<file path="src/hdl/fcst_pkg.sv">
// constants shared by the fast capture serial transmitter
package fcst_pkg;
   // configuration bit positions (bits 7:6 carry nothing)
   localparam int CFG_CLK_SEL = 0;
   localparam int CFG_BYTE_PKG = 1;
   localparam int CFG_GAP = 2;
   localparam int CFG_SET_LO = 3;
   localparam int CFG_POL = 5;
   localparam int CFG_USED_W = 6;
   // word set codes and layouts
   localparam logic [1:0] SET_ALL = 2'h0;
   localparam logic [1:0] SET_WAVE = 2'h1;
   localparam logic [1:0] SET_POWER = 2'h2;
   localparam logic [4:0] ALL_COUNT = 5'h10;
   localparam logic [3:0] WAVE_FIRST = 4'h0;
   localparam logic [4:0] WAVE_COUNT = 5'h07;
   localparam logic [3:0] POWER_FIRST = 4'h7;
   localparam logic [4:0] POWER_COUNT = 5'h09;
   localparam int WORDS = 16;
   localparam int SAMPLE_W = 24;
   localparam int WORD_W = 32;
   localparam logic [4:0] LAST_BIT = 5'h1f;
   localparam logic [2:0] BYTE_LAST = 3'h7;
   // timing
   localparam int CLK_MHZ = 100;
   localparam int FAST_MHZ = 8;
   localparam int SLOW_MHZ = 4;
   localparam int SAMPLE_US = 125;
   localparam int SAMPLE_CYCLES = SAMPLE_US * CLK_MHZ;
   localparam logic [7:0] ACC_MOD = 8'(CLK_MHZ);
   localparam logic [7:0] STEP_FAST = 8'(2 * FAST_MHZ);
   localparam logic [7:0] STEP_SLOW = 8'(2 * SLOW_MHZ);
   localparam int GAP_CYCLES = 7;
   localparam logic [2:0] GAP_LAST = 3'(GAP_CYCLES - 1);
   // reset values of the pins: all three high
   localparam logic RST_CLOCK = 1'b1;
   localparam logic RST_DATA = 1'b1;
   localparam logic RST_SELECT = 1'b1;
   localparam int FIFO_DEPTH = 16;
   typedef enum logic [1:0] {ST_IDLE, ST_SHIFT, ST_GAP} fcst_state_t;
endpackage

</file>
<file path="src/hdl/fcst_top.sv">
// fast capture serial transmitter: word fifo and serial engine
`timescale 1ns/1ps

module fcst_fifo #(
   parameter int WIDTH = 32,
   parameter int DEPTH = 16
) (
   input wire logic clk,
   input wire logic rst_n,
   input wire logic in_valid,
   output logic in_ready,
   input wire logic [WIDTH-1:0] in_data,
   output logic out_valid,
   input wire logic out_ready,
   output logic [WIDTH-1:0] out_data
);
   localparam int AW = $clog2(DEPTH);
   logic [WIDTH-1:0] mem [DEPTH];
   logic [AW:0] wr_ptr;
   logic [AW:0] rd_ptr;
   wire do_push = in_valid && in_ready;
   wire do_pop = out_valid && out_ready;
   wire ptr_same = wr_ptr[AW-1:0] == rd_ptr[AW-1:0];
   assign in_ready = !(ptr_same && (wr_ptr[AW] != rd_ptr[AW]));
   assign out_valid = !(wr_ptr == rd_ptr);
   assign out_data = mem[rd_ptr[AW-1:0]];

   always_ff @(posedge clk)
   begin
      if (do_push)
         mem[wr_ptr[AW-1:0]] <= in_data;
   end

   always_ff @(posedge clk or negedge rst_n)
   begin
      if (!rst_n)
      begin
         wr_ptr <= '0;
         rd_ptr <= '0;
      end
      else
      begin
         if (do_push)
            wr_ptr <= wr_ptr + 1'b1;
         if (do_pop)
            rd_ptr <= rd_ptr + 1'b1;
      end
   end
endmodule

module fcst_top
   import fcst_pkg::*;
#(
   parameter int SAMPLE_PERIOD = SAMPLE_CYCLES
) (
   input wire logic clk,
   input wire logic rst_n,
   input wire logic capture_port_on,
   input wire logic [7:0] capture_port_config,
   input wire logic [WORDS*SAMPLE_W-1:0] sample_words,
   output logic capture_clock,
   output logic capture_data_out,
   output logic capture_select,
   output logic sample_update,
   output logic transfer_busy
);
   // ------------------------------------------------------------
   // sample period timer
   // ------------------------------------------------------------
   logic [15:0] tick_cnt;
   wire sample_tick = tick_cnt == 16'(SAMPLE_PERIOD - 1);

   always_ff @(posedge clk or negedge rst_n)
   begin
      if (!rst_n)
         tick_cnt <= '0;
      else
         tick_cnt <= sample_tick ? 16'h0000 : tick_cnt + 16'h0001;
   end
   assign sample_update = sample_tick;

   // ------------------------------------------------------------
   // transfer start and configuration latch
   // ------------------------------------------------------------
   // a transfer still running at the update swallows that period
   logic xfer_active;
   logic [CFG_USED_W-1:0] cfg_q;
   wire start = sample_tick && capture_port_on && !xfer_active;
   wire [1:0] set_live = capture_port_config[CFG_SET_LO+:2];
   wire [4:0] set_count = (set_live == SET_WAVE) ? WAVE_COUNT :
                          (set_live == SET_POWER) ? POWER_COUNT : ALL_COUNT;
   wire [3:0] set_first = (set_live == SET_POWER) ? POWER_FIRST : WAVE_FIRST;
   wire cfg_slow = cfg_q[CFG_CLK_SEL];
   wire cfg_byte = cfg_q[CFG_BYTE_PKG];
   wire cfg_gap = cfg_q[CFG_GAP];
   wire pol_now = xfer_active ? cfg_q[CFG_POL] : capture_port_config[CFG_POL];
   wire slow_now = xfer_active ? cfg_slow : capture_port_config[CFG_CLK_SEL];

   always_ff @(posedge clk or negedge rst_n)
   begin
      if (!rst_n)
         cfg_q <= '0;
      else if (start)
         cfg_q <= capture_port_config[CFG_USED_W-1:0];
   end

   // ------------------------------------------------------------
   // word snapshot and loader
   // ------------------------------------------------------------
   logic [SAMPLE_W-1:0] store [WORDS];
   genvar gi;
   generate
      for (gi = 0; gi < WORDS; gi++)
      begin : g_store
         always_ff @(posedge clk or negedge rst_n)
         begin
            if (!rst_n)
               store[gi] <= '0;
            else if (start)
               store[gi] <= sample_words[gi*SAMPLE_W+:SAMPLE_W];
         end
      end
   endgenerate

   logic [3:0] load_idx;
   logic [4:0] load_left;
   wire fifo_in_ready;
   wire load_valid = load_left != 5'h00;
   wire load_go = load_valid && fifo_in_ready;
   wire [SAMPLE_W-1:0] load_raw = store[load_idx];
   wire [WORD_W-1:0] load_word = {{(WORD_W-SAMPLE_W){load_raw[SAMPLE_W-1]}}, load_raw};

   always_ff @(posedge clk or negedge rst_n)
   begin
      if (!rst_n)
      begin
         load_idx <= '0;
         load_left <= '0;
      end
      else if (start)
      begin
         load_idx <= set_first;
         load_left <= set_count;
      end
      else if (load_go)
      begin
         load_idx <= load_idx + 4'h1;
         load_left <= load_left - 5'h01;
      end
   end

   wire fifo_out_valid;
   wire [WORD_W-1:0] fifo_out_data;
   logic pop;
   fcst_fifo #(.WIDTH(WORD_W), .DEPTH(FIFO_DEPTH)) u_fifo (
      .clk(clk),
      .rst_n(rst_n),
      .in_valid(load_valid),
      .in_ready(fifo_in_ready),
      .in_data(load_word),
      .out_valid(fifo_out_valid),
      .out_ready(pop),
      .out_data(fifo_out_data)
   );

   // ------------------------------------------------------------
   // capture clock divider
   // ------------------------------------------------------------
   // fractional accumulator: 100/16 is not whole, so half periods
   // run 7, 6, 6, 6 cycles in turn; average rate is exact
   logic [6:0] acc;
   wire [7:0] acc_sum = {1'b0, acc} + (slow_now ? STEP_SLOW : STEP_FAST);
   wire half_en = acc_sum >= ACC_MOD;
   wire [7:0] acc_wrap = acc_sum - ACC_MOD;
   wire [6:0] next_acc = half_en ? acc_wrap[6:0] : acc_sum[6:0];
   wire fall_en = half_en && capture_clock;

   always_ff @(posedge clk or negedge rst_n)
   begin
      if (!rst_n)
      begin
         acc <= '0;
         capture_clock <= RST_CLOCK;
      end
      else
      begin
         acc <= next_acc;
         if (half_en)
            capture_clock <= !capture_clock;
      end
   end

   // ------------------------------------------------------------
   // serial engine
   // ------------------------------------------------------------
   fcst_state_t state;
   fcst_state_t next_state;
   logic [WORD_W-1:0] shreg;
   logic [4:0] cnt;
   logic [2:0] gapcnt;
   logic [4:0] words_left;
   wire word_end = cnt == LAST_BIT;
   wire pkg_end = word_end || (cfg_byte && cnt[2:0] == BYTE_LAST);
   wire last_word = words_left == 5'h00;
   wire gap_done = gapcnt == GAP_LAST;

   always_comb
   begin
      next_state = state;
      pop = 1'b0;
      if (fall_en)
      begin
         unique case (state)
            ST_IDLE:
            begin
               if (xfer_active && fifo_out_valid)
               begin
                  next_state = ST_SHIFT;
                  pop = 1'b1;
               end
            end
            ST_SHIFT:
            begin
               if (word_end && last_word)
                  next_state = ST_IDLE;
               else if (cfg_gap && pkg_end)
                  next_state = ST_GAP;
               else if (word_end)
                  pop = fifo_out_valid;
            end
            ST_GAP:
            begin
               if (gap_done)
               begin
                  next_state = ST_SHIFT;
                  pop = word_end && fifo_out_valid;
               end
            end
         endcase
      end
   end

   wire launch_word = pop;
   wire launch_next = fall_en && !pop &&
                      ((state == ST_SHIFT && next_state == ST_SHIFT && !word_end) ||
                       (state == ST_GAP && gap_done && !word_end));
   wire finish = fall_en && state == ST_SHIFT && next_state == ST_IDLE;

   always_ff @(posedge clk or negedge rst_n)
   begin
      if (!rst_n)
      begin
         state <= ST_IDLE;
         shreg <= '0;
         cnt <= '0;
         gapcnt <= '0;
         capture_data_out <= RST_DATA;
      end
      else
      begin
         state <= next_state;
         if (launch_word)
         begin
            shreg <= fifo_out_data;
            cnt <= 5'h00;
            capture_data_out <= fifo_out_data[WORD_W-1];
         end
         else if (launch_next)
         begin
            shreg <= shreg << 1;
            cnt <= cnt + 5'h01;
            capture_data_out <= shreg[WORD_W-2];
         end
         else if (finish)
            capture_data_out <= RST_DATA;
         if (fall_en && next_state == ST_GAP)
            gapcnt <= (state == ST_GAP) ? gapcnt + 3'h1 : 3'h0;
      end
   end

   always_ff @(posedge clk or negedge rst_n)
   begin
      if (!rst_n)
      begin
         xfer_active <= 1'b0;
         words_left <= '0;
         capture_select <= RST_SELECT;
      end
      else
      begin
         if (start)
         begin
            xfer_active <= 1'b1;
            words_left <= set_count;
         end
         else
         begin
            if (finish)
               xfer_active <= 1'b0;
            if (pop)
               words_left <= words_left - 5'h01;
         end
         capture_select <= pol_now ? (next_state == ST_SHIFT)
                                   : (next_state != ST_SHIFT);
      end
   end
   assign transfer_busy = xfer_active;
endmodule

</file>
<file path="config.mk">
export PLATFORM = sky130hd
export DESIGN_NAME = fcst_top
export DESIGN_NICKNAME = d
export VERILOG_FILES = /design/src/hdl/fcst_pkg.sv /design/src/hdl/fcst_top.sv
export SDC_FILE = /design/constraint.sdc
export NUM_CORES = 1
export LEC_CHECK = 0
export BUFFER_PORTS_ARGS = -buffer_cell sky130_fd_sc_hd__buf_2
export CORE_MARGIN = 3
export CORE_UTILIZATION = 38
export CTS_BUF_LIST = sky130_fd_sc_hd__clkbuf_2
export CTS_CLUSTER_SIZE = 24
export DETAILED_ROUTE_END_ITERATION = 12
export SKIP_CTS_REPAIR_TIMING = 1
export SLEW_MARGIN = 10
export SYNTH_ARGS = -nofsm -noshare
export SYNTH_HDL_FRONTEND = slang
export SYNTH_SLANG_ARGS = --single-unit
</file>
<file path="constraint.sdc">
create_clock -name clk -period 3.49 [get_ports clk]
set_input_delay 0.1745 -clock clk [delete_from_list [all_inputs] [get_ports clk]]
set_output_delay 0.1745 -clock clk [all_outputs]
set_load 0.01 [all_outputs]
</file>
==> flow_summary.toml, run 1 <==
[run_status]
status = "did not finish"
lastStage = "global routing"
stop_error = "[ERROR RSZ-0060] Max buffer count reached."

[die]
dieHeight_um = 316.0
initial_core_util_pct = 38.37
io_pins = 400
die_x_um = 316.0
rows = 113

[synth]
synth_compound_area_share_pct = 2.228
synth_area_leaders = "dfrtp_1, edfxtp_1, mux4_2"
syn_area_um2 = 36510
synth_edf_count = 384
syn_nets = 3216
yosysMostFrequentCell = "nand2_1"
synth_fa_ha_area_share_pct = 0.8774
avgSynthCellArea_um2 = 13.06
synthFlopType = "dfrtp_1"
async_flop_share_pct = 55.45
yosysTopAreaCell = "dfrtp_1"
synth_common_cells = "nand2_1, dfrtp_1, edfxtp_1, mux4_2, clkbuf_1"
yosys_warnings = 0
synthXorXnorAreaFrac_pct = 1.008
synth_top_area_share_pct = 32.56
synth_cells = 2796
muxShareOfSynthArea_pct = 14.94
ys_seq_area_share_pct = 64.36
yosys_register_bits = 862
synth_top_family_by_area = "multiplexers"
yosys.area_share.simple_pct = 14.55
synth_cell_types = 64

[cts]
root_buffer = "clkbuf_2"
numCtsBuffers = 203
cts_max_path_buffers = 3
numClockSinks = 862
htree_levels = 4

[grt]
grt_max_degree = 141

[place]
place_congestion = 0.8261
hpwl_um = 67440
port_buffers = 397

[timing]
worst_endpoint_kind = "register data pin"
crit_endpoint = "shreg[20]$_DFFE_PN0P_/D"
==> through the flow <==
| step | setup WS [ps] | utilization (%) | instances | setup TNS, ps | instance area (um2) |
|---|---|---|---|---|---|
| 4_1_cts | -16.78 | 44.71 | 4770 | -53.29 | 42540 |
| 3_5_place_dp | 18.73 | 42.66 | 4400 | 0 | 40590 |
| 3_3_place_gp | 81.33 | 42.66 | 4400 | 0 | 40590 |
| 2_1_floorplan | 7.769 | - | 2796 | 0 | 36540 |
==> cells by family after synthesis <==
logic type	Yosys count
AO/OA/AOI/OAI	103
buffers and inverters	184
multiplexers	245
XOR/XNOR	42
adder cells (fa/ha/maj)	25
AND/OR/NAND/NOR	1335
flip-flops	862
==> run 2: changes to the inputs <==
--- a/config.mk
+++ b/config.mk
@@ -7,10 +7,9 @@
 export LEC_CHECK = 0
 export BUFFER_PORTS_ARGS = -buffer_cell sky130_fd_sc_hd__buf_2
 export CORE_MARGIN = 3
-export CORE_UTILIZATION = 38
-export CTS_BUF_LIST = sky130_fd_sc_hd__clkbuf_2
-export CTS_CLUSTER_SIZE = 24
+export CORE_UTILIZATION = 23
 export DETAILED_ROUTE_END_ITERATION = 12
+export PLACE_DENSITY_LB_ADDON = 0.15
 export SKIP_CTS_REPAIR_TIMING = 1
 export SLEW_MARGIN = 10
 export SYNTH_ARGS = -nofsm -noshare
==> constraint.sdc (replaced) <==
create_clock -name clk -period 4.55 [get_ports clk]
set_input_delay 0.2275 -clock clk [delete_from_list [all_inputs] [get_ports clk]]
set_output_delay 0.2275 -clock clk [all_outputs]
set_load 0.01 [all_outputs]
==> run 2 against run 1 <==
  * The flow now finishes, with violations (negative hold slack)
  * Synthesized cell count unchanged
  * Area after synthesis unchanged
==> flow_summary.toml, run 2 <==
[synth]
synth_edf_count = 384
synth_top_area_share_pct = 32.56
ys_seq_area_share_pct = 64.36
synth_cells = 2796
syn_area_um2 = 36510
synthFlopType = "dfrtp_1"
yosys.area_share.simple_pct = 14.55
avgSynthCellArea_um2 = 13.06
synthXorXnorAreaFrac_pct = 1.008
synth_common_cells = "nand2_1, dfrtp_1, edfxtp_1, mux4_2, clkbuf_1"
yosysTopAreaCell = "dfrtp_1"
synth_cell_types = 64
synth_area_leaders = "dfrtp_1, edfxtp_1, mux4_2"
muxShareOfSynthArea_pct = 14.94
synth_top_family_by_area = "multiplexers"
async_flop_share_pct = 55.45
synth_compound_area_share_pct = 2.228
yosysMostFrequentCell = "nand2_1"
syn_nets = 3216
synth_fa_ha_area_share_pct = 0.8774
yosys_warnings = 0
yosys_register_bits = 862

[drt]
wirelength_um = 120300
antenna_left = 0
wire_per_inst_um = 21.06
vias = 24670
dr.pass1.iters = 7
via_per_inst = 4.317
drt_iter0_drc = 1732
drc = 0

[hold_path]
hold_end = "load_left[1]"
hp-class = "primary input to flip-flop"
worstHoldStart = "capture_port_config[3]"
min_path_cells = 4

[timing]
maxSlewHeadroom_pct = 25.72
finalCritPeriodShare_pct = 86.63
setup_viol = 0
tightestPinTransition_ps = 1114
final_hold_viol_count = 1
tns_ps = 0
hold-worst-slack_ps = -18.10
drv_slew = 0
min_period_ps = 3942
fmax_ghz = 0.2537
rsz0062_at_grt = "false"
skew_ps = 29.56

[setup_path]
end_kind = "flip-flop"
cpPeakStageDelay_ps = 610
critPathLaunchType = "flip-flop"
worst-path-max-fanout = 30
regToRegSetupSlack_ps = 610
crit_path_top_delay_cell = "fa_1"
reg2reg_depth = 13
reg2reg_to = "shreg[7]"
crit_family = "simple AND/OR/NAND/NOR gates"
cp_num_buf_inv = 3
r2r-start = "transfer_busy"
path_class = "flip-flop to flip-flop"
cp.required_ps = 5150
worstPathArrival_ps = 4540
crit_start = "transfer_busy"
cp_common_cell = "inv_1"
path_cells = "mux2i_1 -> inv_1 -> ha_1 -> inv_1 -> fa_1 -> nand3b_1 -> and4_1 -> nor3_4 -> nor2_2 -> or4_4 -> o21ai_2 -> buf_4 -> o221a_2"

[die]
fp.dieArea_um2 = 163500
die_x_um = 404.4
io_pins = 400
dieHeight_um = 404.4
initial_core_util_pct = 23.26
rows = 145
coreArea_um2 = 156900

[layout]
final_cell_mix = "nand2_1, dfrtp_1, buf_2"
finalNonFillerCells = 5714
final_layout_size_suffix_gt1_share_pct = 25.19
nets = 4000
final_common_cell = "nand2_1"
syn_to_final_growth_pct = 32.36

[pwr]
cellPowerDensity_nw_per_um2 = 367.9
power_leakage_uw = 0.01986
irDropWorstVdd_mv = 0.2540

[cts]
cts_max_path_buffers = 3
htree_levels = 3
cts_tree = "built"
clk_latency_ps = 660
root_buffer = "clkbuf_16"
numCtsBuffers = 94
clkTransAtPathRegs_ps = 60
numClockSinks = 862

[grt]
grt_pass1_vias = 24430
grt_usage_pct = 14.33
grt_max_degree = 155
gr-total-overflow = 0
antenna_found_initial = 19
grt_pass1_wl_um = 172800

[place]
dp_cells = 5152
port_buffers = 397
place_congestion = 0.7948
hpwl_um = 81220

[run_status]
status = "complete, but fails checks"
failed_checks = "negative hold slack"

[job]
drv_cap = 0
run 2: cell type report:
cell class	instances	area, um2
Multi-Input combinational cell	1750	12350
Sequential cell	862	23510
Tap cell	2058	2575
Fill cell	15850	108600
Timing Repair Buffer	852	6551
Antenna cell	4	10.01
Clock buffer	123	2664
Inverter	20	75.07
Clock inverter	45	583.1
run 2: logic make-up (layout without fill, tap and decap cells):
kind of cell,Yosys count,after routing
adder cells (fa/ha/maj),25,25
AO/OA/AOI/OAI,103,103
flip-flops,862,862
AND/OR/NAND/NOR,1335,1335
other,0,4
XOR/XNOR,42,42
multiplexers,245,245
buffers and inverters,184,1040
run 2: layer usage:
layer	part of all wire (%)	global-route usage, %
met3	4.3	2.745
met1	46	19.72
met4	2.0	3.323
met2	48	23.35
met5	0.066	0
run 2: where the power goes:
| group | internal (uW) | switching [uW] | total [uW] |
|---|---|---|---|
| registers | 8270 | 139 | 8410 |
| clock network | 4850 | 3210 | 8060 |
| logic | 713 | 595 | 1310 |
run 2: through the flow:
stage / utilization [%] / power (uW) / worst slack, ps / cell area [um2] / hold WS (ps)
final: 30.79 / 17780 / 608.1 / 48320 / -18.10
after global routing: 30.79 / 18510 / 334.9 / 48310 / 6.098
after CTS: 28.30 / 17800 / 612.2 / 44410 / -421.6
after detailed placement: 26.23 / 9611 / 633.0 / 41160 / 317.7
after global placement: 26.23 / 9624 / 627.6 / 41160 / 313.6
after floorplan: - / 9124 / 714.1 / 36510 / -68.09
run 2: how the worst max path moves through the flow:
stage	to	depth (start not counted)	slack (ps)
after detailed placement	shreg[12]	13	630
after CTS	shreg[12]	13	610
after global routing	shreg[9]	13	330
final	shreg[7]	13	610
after global placement	shreg[9]	13	630
after floorplan	u_fifo.mem[0][0]	7	710
run 2: worst min-delay path: stages:
cell     delay [ps]
buf_2            90
ha_1            160
nand2_1          50
o21ai_0          70
(Power assumes the default switching activity.)
==> run 3: changes to the inputs <==
--- a/config.mk
+++ b/config.mk
@@ -7,7 +7,7 @@
 export LEC_CHECK = 0
 export BUFFER_PORTS_ARGS = -buffer_cell sky130_fd_sc_hd__buf_2
 export CORE_MARGIN = 3
-export CORE_UTILIZATION = 23
+export CORE_UTILIZATION = 49
 export DETAILED_ROUTE_END_ITERATION = 12
 export PLACE_DENSITY_LB_ADDON = 0.15
 export SKIP_CTS_REPAIR_TIMING = 1
==> run 3 against run 2 <==
  * The flow now finishes without violations
  * Utilization grew 33 points
  * Design area shrank 3.5%
  * Largest cell class unchanged
  * Clock-buffer cell count shrank 5
  * Critical path depth shrank 1
==> flow_summary.toml, run 3 (synthesis gave the netlist of run 2 again) <==
[timing]
skew_ps = 30.30
rsz0062_at_grt = "false"
finalCritPeriodShare_pct = 87.47
setup_viol = 0
fmax_ghz = 0.2513
tns_ps = 0
tightestPinTransition_ps = 1165
drv_slew = 0
min_period_ps = 3980
maxSlewHeadroom_pct = 22.33
final_hold_viol_count = 0

[setup_path]
end_kind = "flip-flop"
cp_num_buf_inv = 2
cpPeakStageDelay_ps = 660
worst-path-max-fanout = 32
path_cells = "mux2i_1 -> inv_1 -> ha_1 -> inv_1 -> fa_1 -> nand3b_1 -> and4_1 -> or3_1 -> a21o_1 -> and4_1 -> o21ai_4 -> o221a_2"
worstPathArrival_ps = 4540
critPathLaunchType = "flip-flop"
cp.required_ps = 5110
crit_family = "compound AO/OA/AOI/OAI gates"
path_class = "flip-flop to flip-flop"
crit_path_top_delay_cell = "o21ai_4"

[grt]
gr-total-overflow = 0
grt_pass1_vias = 24520
antenna_found_initial = 11
grt_max_degree = 100
grt_usage_pct = 25.49
grt_pass1_wl_um = 148500

[drt]
drt_iter0_drc = 2026
vias = 25810
drc = 0
antenna_left = 0
via_per_inst = 5.589
wirelength_um = 106000
wire_per_inst_um = 22.95
dr.pass1.iters = 7

[layout]
multi_input_area_um2 = 12340
final_layout_size_suffix_gt1_share_pct = 24.89
syn_to_final_growth_pct = 27.75
regArea_um2 = 23510
nets = 4000
final_common_cell = "nand2_1"
fillers = 5220
finish.utilization_pct = 63.60
final_cell_mix = "nand2_1, dfrtp_1, buf_2"

[die]
io_pins = 400
fp.dieArea_um2 = 77810
die_x_um = 279.0
coreArea_um2 = 73330
rows = 99
dieHeight_um = 279.0
initial_core_util_pct = 49.78

[hold_path]
hp-class = "primary input to flip-flop"

[cts]
cts_max_path_buffers = 3
clk_latency_ps = 640
numClockSinks = 862
htree_levels = 3
clkTransAtPathRegs_ps = 60
root_buffer = "clkbuf_16"
cts_tree = "built"
numCtsBuffers = 87

[pwr]
cellPowerDensity_nw_per_um2 = 363.5
power_leakage_uw = 0.01973
irDropWorstVdd_mv = 0.2631

[place]
port_buffers = 397
hpwl_um = 66910
place_congestion = 0.9203

[run_status]
status = "complete, no violations"

[job]
drv_cap = 0
==> run 3: path summary, 6_finish.rpt <==
kind                       depth (start not counted)              startpoint  slack (ps)            end
hold / removal                                     3  capture_port_config[4]           5  words_left[0]
setup / recovery                                  12           transfer_busy         570      shreg[12]
min in group asynchronous                          2                   rst_n         210     store[154]
setup reg to reg                                  12           transfer_busy         570      shreg[12]
max in group asynchronous                          3                   rst_n        3140     store[290]
hold reg to reg                                    2              store[312]         470     store[312]
==> run 3: power breakdown <==
group          internal, uW  leakage [uW]  switching (uW)
Clock                  4260       0.00142            2970
Sequential             8270       0.00918             142
Combinational           714       0.00913             589
==> run 3: stage by stage <==
step	area (um2)	hold WS [ps]	worst slack (ps)	std cells	power [uW]
after global placement	39840	258.7	367.5	4061	9541
after detailed placement	39840	279.6	202.2	4061	9586
final	46640	5.162	570.1	4618	16960
after CTS	42710	-403.3	195.1	4218	16810
after global routing	46620	20.45	319.2	4612	17530
after floorplan	36510	-68.09	714.1	2796	9124
==> run 3: per-layer routing <==
metal	share of wire [%]	up-vias	wire length [um]	GRT usage [%]
li1	-	11320	-	-
met1	39	12910	40960	34.71
met2	50	1254	53410	43.21
met3	6.8	316	7193	3.988
met4	4.2	2	4405	7.125
met5	0.012	-	13	0
==> run 3: worst register-to-register path, stage by stage, from the launching register on <==
cell and delay [ps]:
dfrtp_1 390, mux2i_1 150, inv_1 110, ha_1 200, inv_1 70, fa_1 610
nand3b_1 210, and4_1 280, or3_1 450, a21o_1 210, and4_1 250, o21ai_4 660
o221a_2 350
==> run 3: cell type report <==
class	instances	share of cell area [%]
flip-flops and latches	862	50.41
multi-input cells	1750	26.46
repair buffers	859	14.18
clock buffers	118	5.231
well taps	959	2.573
clock inverters	39	0.9229
inverters	20	0.1610
diodes	11	0.05902
